### src/ivw_pkg.sv
// Constants, register indices and carrier types for interrupt vector and wake-up logic
package ivw_pkg;
    // Vector area
    localparam logic [23:0] VEC_RESET = 24'h008000;
    localparam logic [23:0] VEC_TRAP = 24'h008004;
    localparam logic [23:0] VEC_IRQ_BASE = 24'h008008;
    localparam int IRQ_COUNT = 20;
    localparam int NUM_W = 5;
    localparam int IRQ_PORT_A = 3;
    // Request numbers that may end plain halt and active halt
    localparam logic [19:0] WAKE_HALT_MASK = 20'h804f8;
    localparam logic [19:0] WAKE_ACTIVE_MASK = 20'h804fa;
    // Numbers 8, 9, 17 and 18 carry no source
    localparam logic [19:0] RESERVED_MASK = 20'h60300;
    // Register indices; byte address is four times the index
    localparam int ADDR_W = 20;
    localparam logic [17:0] IDX_EXT_CTRL1 = 18'h050a0;
    localparam logic [17:0] IDX_EXT_CTRL2 = 18'h050a1;
    localparam logic [17:0] IDX_ENABLE = 18'h05100;
    localparam logic [17:0] IDX_CONFIG = 18'h05101;
    localparam logic [17:0] IDX_STATUS = 18'h05102;
    localparam logic [17:0] IDX_MASK = 18'h05103;
    localparam logic [17:0] IDX_VECTOR = 18'h05104;
    // Reset values
    localparam logic [7:0] EXT_CTRL_RESET = 8'h00;
    localparam logic [19:0] ENABLE_RESET = 20'h00000;
    localparam logic [7:0] CONFIG_RESET = 8'h01;
    localparam logic [3:0] STATUS_RESET = 4'h0;
    localparam logic [3:0] MASK_RESET = 4'h0;
    // Config bit: port A request qualified for wake-up
    localparam int CFG_PORT_A_WAKE = 0;
    // Status bit positions
    localparam int ST_W = 4;
    localparam int ST_WAKE_HALT = 0;
    localparam int ST_WAKE_ACTIVE = 1;
    localparam int ST_VEC_TAKEN = 2;
    localparam int ST_TRAP = 3;
    // Bus answers
    localparam logic [1:0] RESP_OKAY = 2'h0;
    localparam logic [1:0] RESP_SLVERR = 2'h2;

    // Vector offered to the core
    typedef struct packed {
        logic valid;
        logic boot;
        logic trap;
        logic [NUM_W-1:0] num;
        logic [23:0] addr;
    } ivw_vec_s;
endpackage : ivw_pkg

### src/ivw_top.sv
// Interrupt vector selection and halt wake-up qualification with AXI4-Lite registers
// Overview of operation
// - Reset vector 0x008000; reset ends both halts
// - Request n at 0x008008+4n; request 0 never wakes
// - Auto-wakeup ends active halt only
// - Port A request wakes both halts, qualified
// - Ports B to E wake both halts
// - Serial and I2C requests wake both halts
// - Timers, clock, trap never wake; reserved unused
`timescale 1ns/10ps
module ivw_top #(
    parameter int NUM_IRQ = 20
) (
    input wire logic CLK,
    input wire logic RESETN,
    input wire logic [ivw_pkg::ADDR_W-1:0] S_AXI_AWADDR,
    input wire logic [2:0] S_AXI_AWPROT,
    input wire logic S_AXI_AWVALID,
    output logic S_AXI_AWREADY,
    input wire logic [31:0] S_AXI_WDATA,
    input wire logic [3:0] S_AXI_WSTRB,
    input wire logic S_AXI_WVALID,
    output logic S_AXI_WREADY,
    output logic [1:0] S_AXI_BRESP,
    output logic S_AXI_BVALID,
    input wire logic S_AXI_BREADY,
    input wire logic [ivw_pkg::ADDR_W-1:0] S_AXI_ARADDR,
    input wire logic [2:0] S_AXI_ARPROT,
    input wire logic S_AXI_ARVALID,
    output logic S_AXI_ARREADY,
    output logic [31:0] S_AXI_RDATA,
    output logic [1:0] S_AXI_RRESP,
    output logic S_AXI_RVALID,
    input wire logic S_AXI_RREADY,
    input wire logic [NUM_IRQ-1:0] IRQ_REQ,
    input wire logic TRAP_REQ,
    input wire logic HALT_MODE,
    input wire logic ACTIVE_HALT_MODE,
    input wire logic VECTOR_ACK,
    output ivw_pkg::ivw_vec_s VECTOR,
    output logic WAKEUP,
    output logic INTERRUPT
);
    import ivw_pkg::*;

    // Wake and reserved masks are fixed at twenty numbers
    if (NUM_IRQ != IRQ_COUNT)
    begin : g_bad_count
        $error("NUM_IRQ must be 20");
    end

    logic [7:0] ext_ctrl1;
    logic [7:0] ext_ctrl2;
    logic [19:0] enable;
    logic [7:0] config_q;
    logic [ST_W-1:0] status;
    logic [ST_W-1:0] mask;
    logic boot_pending;
    logic aw_held;
    logic w_held;
    logic [ADDR_W-1:0] awaddr_q;
    logic [31:0] wdata_q;
    logic [3:0] wstrb_q;
    logic [19:0] pend;
    logic [19:0] pend_q;
    logic [19:0] halt_ok;
    logic [19:0] active_ok;
    logic wake_halt;
    logic wake_active;
    logic vec_taken;
    logic aw_hs;
    logic w_hs;
    logic ar_hs;
    logic do_write;
    logic [17:0] wr_idx;
    logic [31:0] wr_data;
    logic [31:0] wmask;
    logic [17:0] rd_idx;
    logic [31:0] rd_data;
    logic rd_ok;
    logic wr_ok;
    logic [ST_W-1:0] events;
    logic [ST_W-1:0] next_status;
    ivw_vec_s next_vec;

    // Requests that count: enabled and not on an unused number
    assign pend = IRQ_REQ & enable & ~RESERVED_MASK;

    // Port A wakes only while its qualifying bit is set
    always_comb
    begin
        halt_ok = WAKE_HALT_MASK;
        active_ok = WAKE_ACTIVE_MASK;
        halt_ok[IRQ_PORT_A] = config_q[CFG_PORT_A_WAKE];
        active_ok[IRQ_PORT_A] = config_q[CFG_PORT_A_WAKE];
    end

    // Timers, clock and trap are absent from both masks
    assign wake_halt = HALT_MODE & (|(pend & halt_ok));
    assign wake_active = ACTIVE_HALT_MODE & (|(pend & active_ok));

    // Vector choice: reset first, then trap, then lowest number
    always_comb
    begin
        next_vec = '0;
        if (boot_pending)
        begin
            next_vec.valid = 1'b1;
            next_vec.boot = 1'b1;
            next_vec.addr = VEC_RESET;
        end
        else if (TRAP_REQ)
        begin
            next_vec.valid = 1'b1;
            next_vec.trap = 1'b1;
            next_vec.addr = VEC_TRAP;
        end
        else
        begin
            // Scan downward so the lowest pending number is left
            for (int i = IRQ_COUNT - 1; i >= 0; i--)
            begin
                if (pend[i])
                begin
                    next_vec.valid = 1'b1;
                    next_vec.num = NUM_W'(i);
                end
            end
            next_vec.addr = VEC_IRQ_BASE + {17'h0, next_vec.num, 2'h0};
        end
    end

    assign vec_taken = VECTOR_ACK & VECTOR.valid;

    // Offered vector follows the pending set every cycle
    always_ff @(posedge CLK or negedge RESETN)
    begin
        if (!RESETN)
        begin
            VECTOR <= '0;
            pend_q <= '0;
        end
        else
        begin
            VECTOR <= next_vec;
            pend_q <= pend;
        end
    end

    // Reset fetch stays pending until the core takes it
    always_ff @(posedge CLK or negedge RESETN)
    begin
        if (!RESETN)
            boot_pending <= 1'b1;
        else if (vec_taken && VECTOR.boot)
            boot_pending <= 1'b0;
    end

    // Wake request; a pending reset fetch also ends any halt
    always_ff @(posedge CLK or negedge RESETN)
    begin
        if (!RESETN)
            WAKEUP <= 1'b0;
        else
            WAKEUP <= boot_pending | wake_halt | wake_active;
    end

    // Sticky events; a set in the clearing cycle wins
    assign events = {TRAP_REQ, vec_taken, wake_active, wake_halt};
    always_comb
    begin
        next_status = status;
        if (do_write && wr_idx == IDX_STATUS && wmask[0]) // Lane 0, held or live
            next_status = status & ~wr_data[ST_W-1:0];
        next_status = next_status | events;
    end

    always_ff @(posedge CLK or negedge RESETN)
    begin
        if (!RESETN)
        begin
            status <= STATUS_RESET;
            INTERRUPT <= 1'b0;
        end
        else
        begin
            status <= next_status;
            INTERRUPT <= |(next_status & mask);
        end
    end

    // Write channel: address and data taken in either order
    assign aw_hs = S_AXI_AWVALID & S_AXI_AWREADY;
    assign w_hs = S_AXI_WVALID & S_AXI_WREADY;
    assign do_write = (aw_held | aw_hs) & (w_held | w_hs) & ~S_AXI_BVALID;
    assign wr_idx = aw_held ? awaddr_q[ADDR_W-1:2] : S_AXI_AWADDR[ADDR_W-1:2];
    assign wr_data = w_held ? wdata_q : S_AXI_WDATA;

    // Byte lanes that the write touches
    always_comb
    begin
        wmask = '0;
        for (int b = 0; b < 4; b++)
            wmask[b*8 +: 8] = {8{w_held ? wstrb_q[b] : S_AXI_WSTRB[b]}};
    end

    always_comb
    begin
        case (wr_idx)
            IDX_EXT_CTRL1, IDX_EXT_CTRL2, IDX_ENABLE,
            IDX_CONFIG, IDX_STATUS, IDX_MASK, IDX_VECTOR: wr_ok = 1'b1;
            default: wr_ok = 1'b0;
        endcase
    end

    always_ff @(posedge CLK or negedge RESETN)
    begin
        if (!RESETN)
        begin
            aw_held <= 1'b0;
            w_held <= 1'b0;
            awaddr_q <= '0;
            wdata_q <= '0;
            wstrb_q <= '0;
            S_AXI_AWREADY <= 1'b1;
            S_AXI_WREADY <= 1'b1;
            S_AXI_BVALID <= 1'b0;
            S_AXI_BRESP <= RESP_OKAY;
        end
        else if (do_write)
        begin
            aw_held <= 1'b0;
            w_held <= 1'b0;
            S_AXI_AWREADY <= 1'b0;
            S_AXI_WREADY <= 1'b0;
            S_AXI_BVALID <= 1'b1;
            S_AXI_BRESP <= wr_ok ? RESP_OKAY : RESP_SLVERR;
        end
        else
        begin
            if (aw_hs)
            begin
                aw_held <= 1'b1;
                awaddr_q <= S_AXI_AWADDR;
                S_AXI_AWREADY <= 1'b0;
            end
            if (w_hs)
            begin
                w_held <= 1'b1;
                wdata_q <= S_AXI_WDATA;
                wstrb_q <= S_AXI_WSTRB;
                S_AXI_WREADY <= 1'b0;
            end
            // Both channels reopen only once the answer is gone
            if (S_AXI_BVALID && S_AXI_BREADY)
            begin
                S_AXI_BVALID <= 1'b0;
                S_AXI_AWREADY <= 1'b1;
                S_AXI_WREADY <= 1'b1;
            end
        end
    end

    // Stored registers; edge control bytes drive no logic and are only read back
    always_ff @(posedge CLK or negedge RESETN)
    begin
        if (!RESETN)
        begin
            ext_ctrl1 <= EXT_CTRL_RESET;
            ext_ctrl2 <= EXT_CTRL_RESET;
            enable <= ENABLE_RESET;
            config_q <= CONFIG_RESET;
            mask <= MASK_RESET;
        end
        else if (do_write)
        begin
            case (wr_idx)
                IDX_EXT_CTRL1:
                    ext_ctrl1 <= (ext_ctrl1 & ~wmask[7:0]) | (wr_data[7:0] & wmask[7:0]);
                IDX_EXT_CTRL2:
                    ext_ctrl2 <= (ext_ctrl2 & ~wmask[7:0]) | (wr_data[7:0] & wmask[7:0]);
                IDX_ENABLE:
                    enable <= (enable & ~wmask[19:0]) | (wr_data[19:0] & wmask[19:0]);
                IDX_CONFIG:
                    config_q <= (config_q & ~wmask[7:0]) | (wr_data[7:0] & wmask[7:0]);
                IDX_MASK:
                    mask <= (mask & ~wmask[ST_W-1:0]) | (wr_data[ST_W-1:0] & wmask[ST_W-1:0]);
                default:
                    mask <= mask;
            endcase
        end
    end

    // Read decode; unmapped words answer zero with an error
    assign rd_idx = S_AXI_ARADDR[ADDR_W-1:2];
    always_comb
    begin
        rd_data = '0;
        rd_ok = 1'b1;
        case (rd_idx)
            IDX_EXT_CTRL1: rd_data[7:0] = ext_ctrl1;
            IDX_EXT_CTRL2: rd_data[7:0] = ext_ctrl2;
            IDX_ENABLE: rd_data[19:0] = enable;
            IDX_CONFIG: rd_data[7:0] = config_q;
            IDX_STATUS: rd_data[ST_W-1:0] = status;
            IDX_MASK: rd_data[ST_W-1:0] = mask;
            IDX_VECTOR: rd_data = VECTOR;
            default: rd_ok = 1'b0;
        endcase
    end

    assign ar_hs = S_AXI_ARVALID & S_AXI_ARREADY;

    // Read answer one cycle after the address is taken
    always_ff @(posedge CLK or negedge RESETN)
    begin
        if (!RESETN)
        begin
            S_AXI_ARREADY <= 1'b1;
            S_AXI_RVALID <= 1'b0;
            S_AXI_RDATA <= '0;
            S_AXI_RRESP <= RESP_OKAY;
        end
        else if (ar_hs)
        begin
            S_AXI_ARREADY <= 1'b0;
            S_AXI_RVALID <= 1'b1;
            S_AXI_RDATA <= rd_data;
            S_AXI_RRESP <= rd_ok ? RESP_OKAY : RESP_SLVERR;
        end
        else if (S_AXI_RVALID && S_AXI_RREADY)
        begin
            S_AXI_RVALID <= 1'b0;
            S_AXI_ARREADY <= 1'b1;
        end
    end
endmodule : ivw_top

### config.mk
export PLATFORM = sky130hd
export DESIGN_NAME = ivw_top
export DESIGN_NICKNAME = d
export VERILOG_FILES = /design/src/ivw_pkg.sv /design/src/ivw_top.sv
export SDC_FILE = /design/constraint.sdc
export NUM_CORES = 1
export LEC_CHECK = 0
export ABC_AREA = 1
export ABC_CLOCK_PERIOD_IN_PS = 2500
export BUFFER_PORTS_ARGS = -buffer_cell sky130_fd_sc_hd__buf_2
export CAP_MARGIN = 40
export CORE_AREA = 3 3 168 105
export DETAILED_ROUTE_END_ITERATION = 12
export DIE_AREA = 0 0 171 108
export PLACE_DENSITY = 0.74
export RECOVER_POWER = 50
export REMOVE_ABC_BUFFERS = 1
export SYNTH_ARGS = -nofsm -noshare
export SYNTH_HDL_FRONTEND = slang
export SYNTH_SLANG_ARGS = --single-unit
export TNS_END_PERCENT = 1
### constraint.sdc
create_clock -name CLK -period 2.5 [get_ports CLK]
set_input_delay 0.375 -clock CLK [delete_from_list [all_inputs] [get_ports CLK]]
set_output_delay 0.375 -clock CLK [all_outputs]
set_load 0.05 [all_outputs]
==> out/results.txt <==
ratio of final minimum period to clock period: 87.8%
worst-margin pin slew: 1.65 ns
Netlist Area Pre-Place: 7250 µm²
clk sinks: 148
later-pin clock latency in the skew report: 0.42 ns
number of buffers added on ports: 137
Tmin final: 2.19 ns
Vias per Instance: 5.01
PwrDens: 935 nW/µm²
Gate Count Post-Synth: 853
setup bufs post-CTS: 0
Final Hold Fails: 0
Die Y: 108 µm
Slowest-stage cell, CP: dfrtp_1
DRC: 0
Critical Path Stages: 7
slowest stage delay, CP: 0.47 ns
count of final max-slew check failures: 62
Max Cap Viol: 1
Seq/Total Area, Yosys: 51.2%
first-pass GRT wire length: 29,700 µm
Core Area: 16,100 µm²
flops & latches, synth: 148
final setup margin: 0.306 ns
DRT Wirelength: 18,900 µm
status: finished, violations left
internal power: 5390 µW
number of synthesized flops with an enable pin: 0
via count: 6,151
largest net degree at the start of global routing: 63
detailed router's first-iteration violation count: 349
clk buf depth: 2
Final setup viols: 0
top-level I/O count: 188
Antenna Violating Nets Remaining: 0
Leak: 0.00439 µW
fraction of registers with async set/reset: 100%
slew margin rel.: -10.2%
vias in the first global route: 5,808
WS Path Type: flop to flop
CP dominant cell by count: o21ai_1
Synth warnings: 0
Rows: 36
Avg Inst Size Synth: 8.50 µm²
launching point of the worst reg2reg path: aw_held$_DFFE_PN0P_
clock share of power: 33.7%
Area Growth Syn to Fin: 20.8%
die area: 18,500 µm²
initial antenna violation count: 3
share of power burned in combinational logic: 28.7%
layout cell share with drive strength beyond 1: 22.9%
WHS: 0.125 ns
pre-CTS WS: 0.358 ns
Crit path buffers/inverters: 1
Hold Crit Class: input pin to flop
Max VDD drop: 0.000644 V
HPWL after DPL: 14,000 µm
skew final: 0.0113 ns
min-delay src: S_AXI_AWVALID
root buffer cell: clkbuf_16
critical path endpoint category: flop
crit path max fanout: 16
worst-path cell chain: buf_4, o21ai_1, nor4_2, and3_2, nand3_2, nand2_1, o21ai_1
utilization after layout: 54.3%
failing checks: capacitance limit, slew limit
setup slack, reg-to-reg: 0.31 ns
most common flop cell mapped by yosys: dfrtp_1
Seq pwr share: 37.6%
Critical Path Start Type: flop
Placer Congestion: 0.910
Pre-antenna DRT Iters: 5
clk slew on worst S/H paths: 0.06 ns
All-Layer GR Usage: 20.6%
Critical Path Start: aw_held$_DFFE_PN0P_
Worst path top cell family by delay: simple AND/OR/NAND/NOR gates
fin nets: 1,118
Switching Fraction: 34.2%
WP data arrival: 2.49 ns
CTS H-tree lvls: 4
Sum Neg Setup Slack: 0 ns
Max Clk Rate: 456 MHz
CTS tree: yes
Yosys cell types: 47
Final Cell Area: 8760 µm²
CP required: 2.79 ns
global route total overflow: 0
RSZ-0062 raised after global routing: no
Register-to-Register Path Depth: 7
CTS buffer count: 17
average wire per standard cell: 15.4 µm
NetSw: 2810 µW
Post-DP Area: 8150 µm²
die extent in x: 171 µm
initial core utilization: 45.0%
## layout make-up
type	instances	area, µm²
fillers	1491	7360
flip-flops and latches	148	3710
multi-input cells	582	2950
repair buffers	155	822
clock buffers	21	460
inverters	101	379
well taps	209	262
clock inverters	11	175
diodes	1	2.50
## power groups by stage
stage / Combinational (µW) / Clock (µW) / Sequential (µW)
final: 2350 / 2760 / 3080
after global routing: 2580 / 2880 / 3130
after CTS: 2370 / 2790 / 3080
after detailed placement: 2360 / 0 / 3120
after global placement: 2300 / 0 / 3100
after floorplan: 1300 / 0 / 3460
## Yosys cell counts, types with 10 or more instances
cell | count | share of area [%]
a21oi_1 | 12 | 0.83
mux2_2 | 23 | 3.6
dfrtp_1 | 143 | 49
o21ai_0 | 64 | 4.4
nand3_1 | 42 | 2.9
clkbuf_1 | 10 | 0.52
nor2_1 | 61 | 3.2
mux2i_1 | 16 | 2.2
buf_4 | 26 | 2.7
nand2_1 | 218 | 11
inv_1 | 93 | 4.8
o21ai_1 | 44 | 3.0
o22ai_1 | 11 | 0.95
## cells in the final DEF, fill, tap and decap left out, drive strengths merged, types with 2 or more instances in the layout
cell type	instances
a21oi	12
a31oi	3
buf	142
bufinv	4
clkbuf	33
clkinv	5
clkinvlp	2
conb	25
dfrtp	143
dfstp	5
inv	101
mux2	23
mux2i	16
nand2	223
nand3	45
nand4	9
nor2	66
nor3	9
nor3b	2
nor4	7
o21ai	112
o22a	2
o22ai	11
o31ai	2
or2	8
## per-stage QoR
| step | power (µW) | std cells |
|---|---|---|
| after floorplan | 4760 | 831 |
| after global placement | 5400 | 1194 |
| after detailed placement | 5480 | 1194 |
| after CTS | 8240 | 1227 |
| after global routing | 8600 | 1228 |
| final | 8200 | 1228 |
## routing by layer
| layer | GRT usage, % | up-vias | routed length [µm] |
|---|---|---|---|
| met5 | 0 | - | 27 |
| met4 | 5.05 | 4 | 266 |
| met3 | 5.74 | 24 | 1230 |
| met2 | 29.5 | 198 | 7870 |
| met1 | 30.8 | 2886 | 9450 |
| li1 | - | 3039 | - |
## cells by family (layout without fill, tap and decap cells)
| kind of cell | after synthesis | count (layout) | share of synthesized area (%) |
|---|---|---|---|
| other | 2 | 26 | 0.104 |
| xor gates and xnor gates | 1 | 1 | 0.121 |
| DFF | 148 | 148 | 51.2 |
| muxes | 39 | 39 | 5.78 |
| and+or+nand+nor | 371 | 371 | 22.5 |
| AOI/OAI and AO/OA | 146 | 146 | 11.0 |
| buffers and inverters | 146 | 288 | 9.32 |
## worst min-delay path by stage
stage / slack [ns] / cells past startpoint / endpoint
floorplan: 0.08 / 0 / INTERRUPT$_DFF_PN0_
global placement: 0.40 / 1 / S_AXI_RDATA[18]$_DFFE_PN0P_
detailed placement: 0.41 / 1 / S_AXI_RDATA[18]$_DFFE_PN0P_
CTS: 0.11 / 2 / S_AXI_AWREADY$_DFFE_PN1P_
global route: 0.13 / 2 / S_AXI_AWREADY$_DFFE_PN1P_
finish: 0.13 / 2 / S_AXI_AWREADY$_DFFE_PN1P_
## repair_timing
| action | in CTS | in global routing |
|---|---|---|
| hold buffers | 1 | 0 |
| resized for setup | 0 | 0 |
| endpoints found under the hold margin | 57 | 0 |
Power figures use the tool's default switching activity.
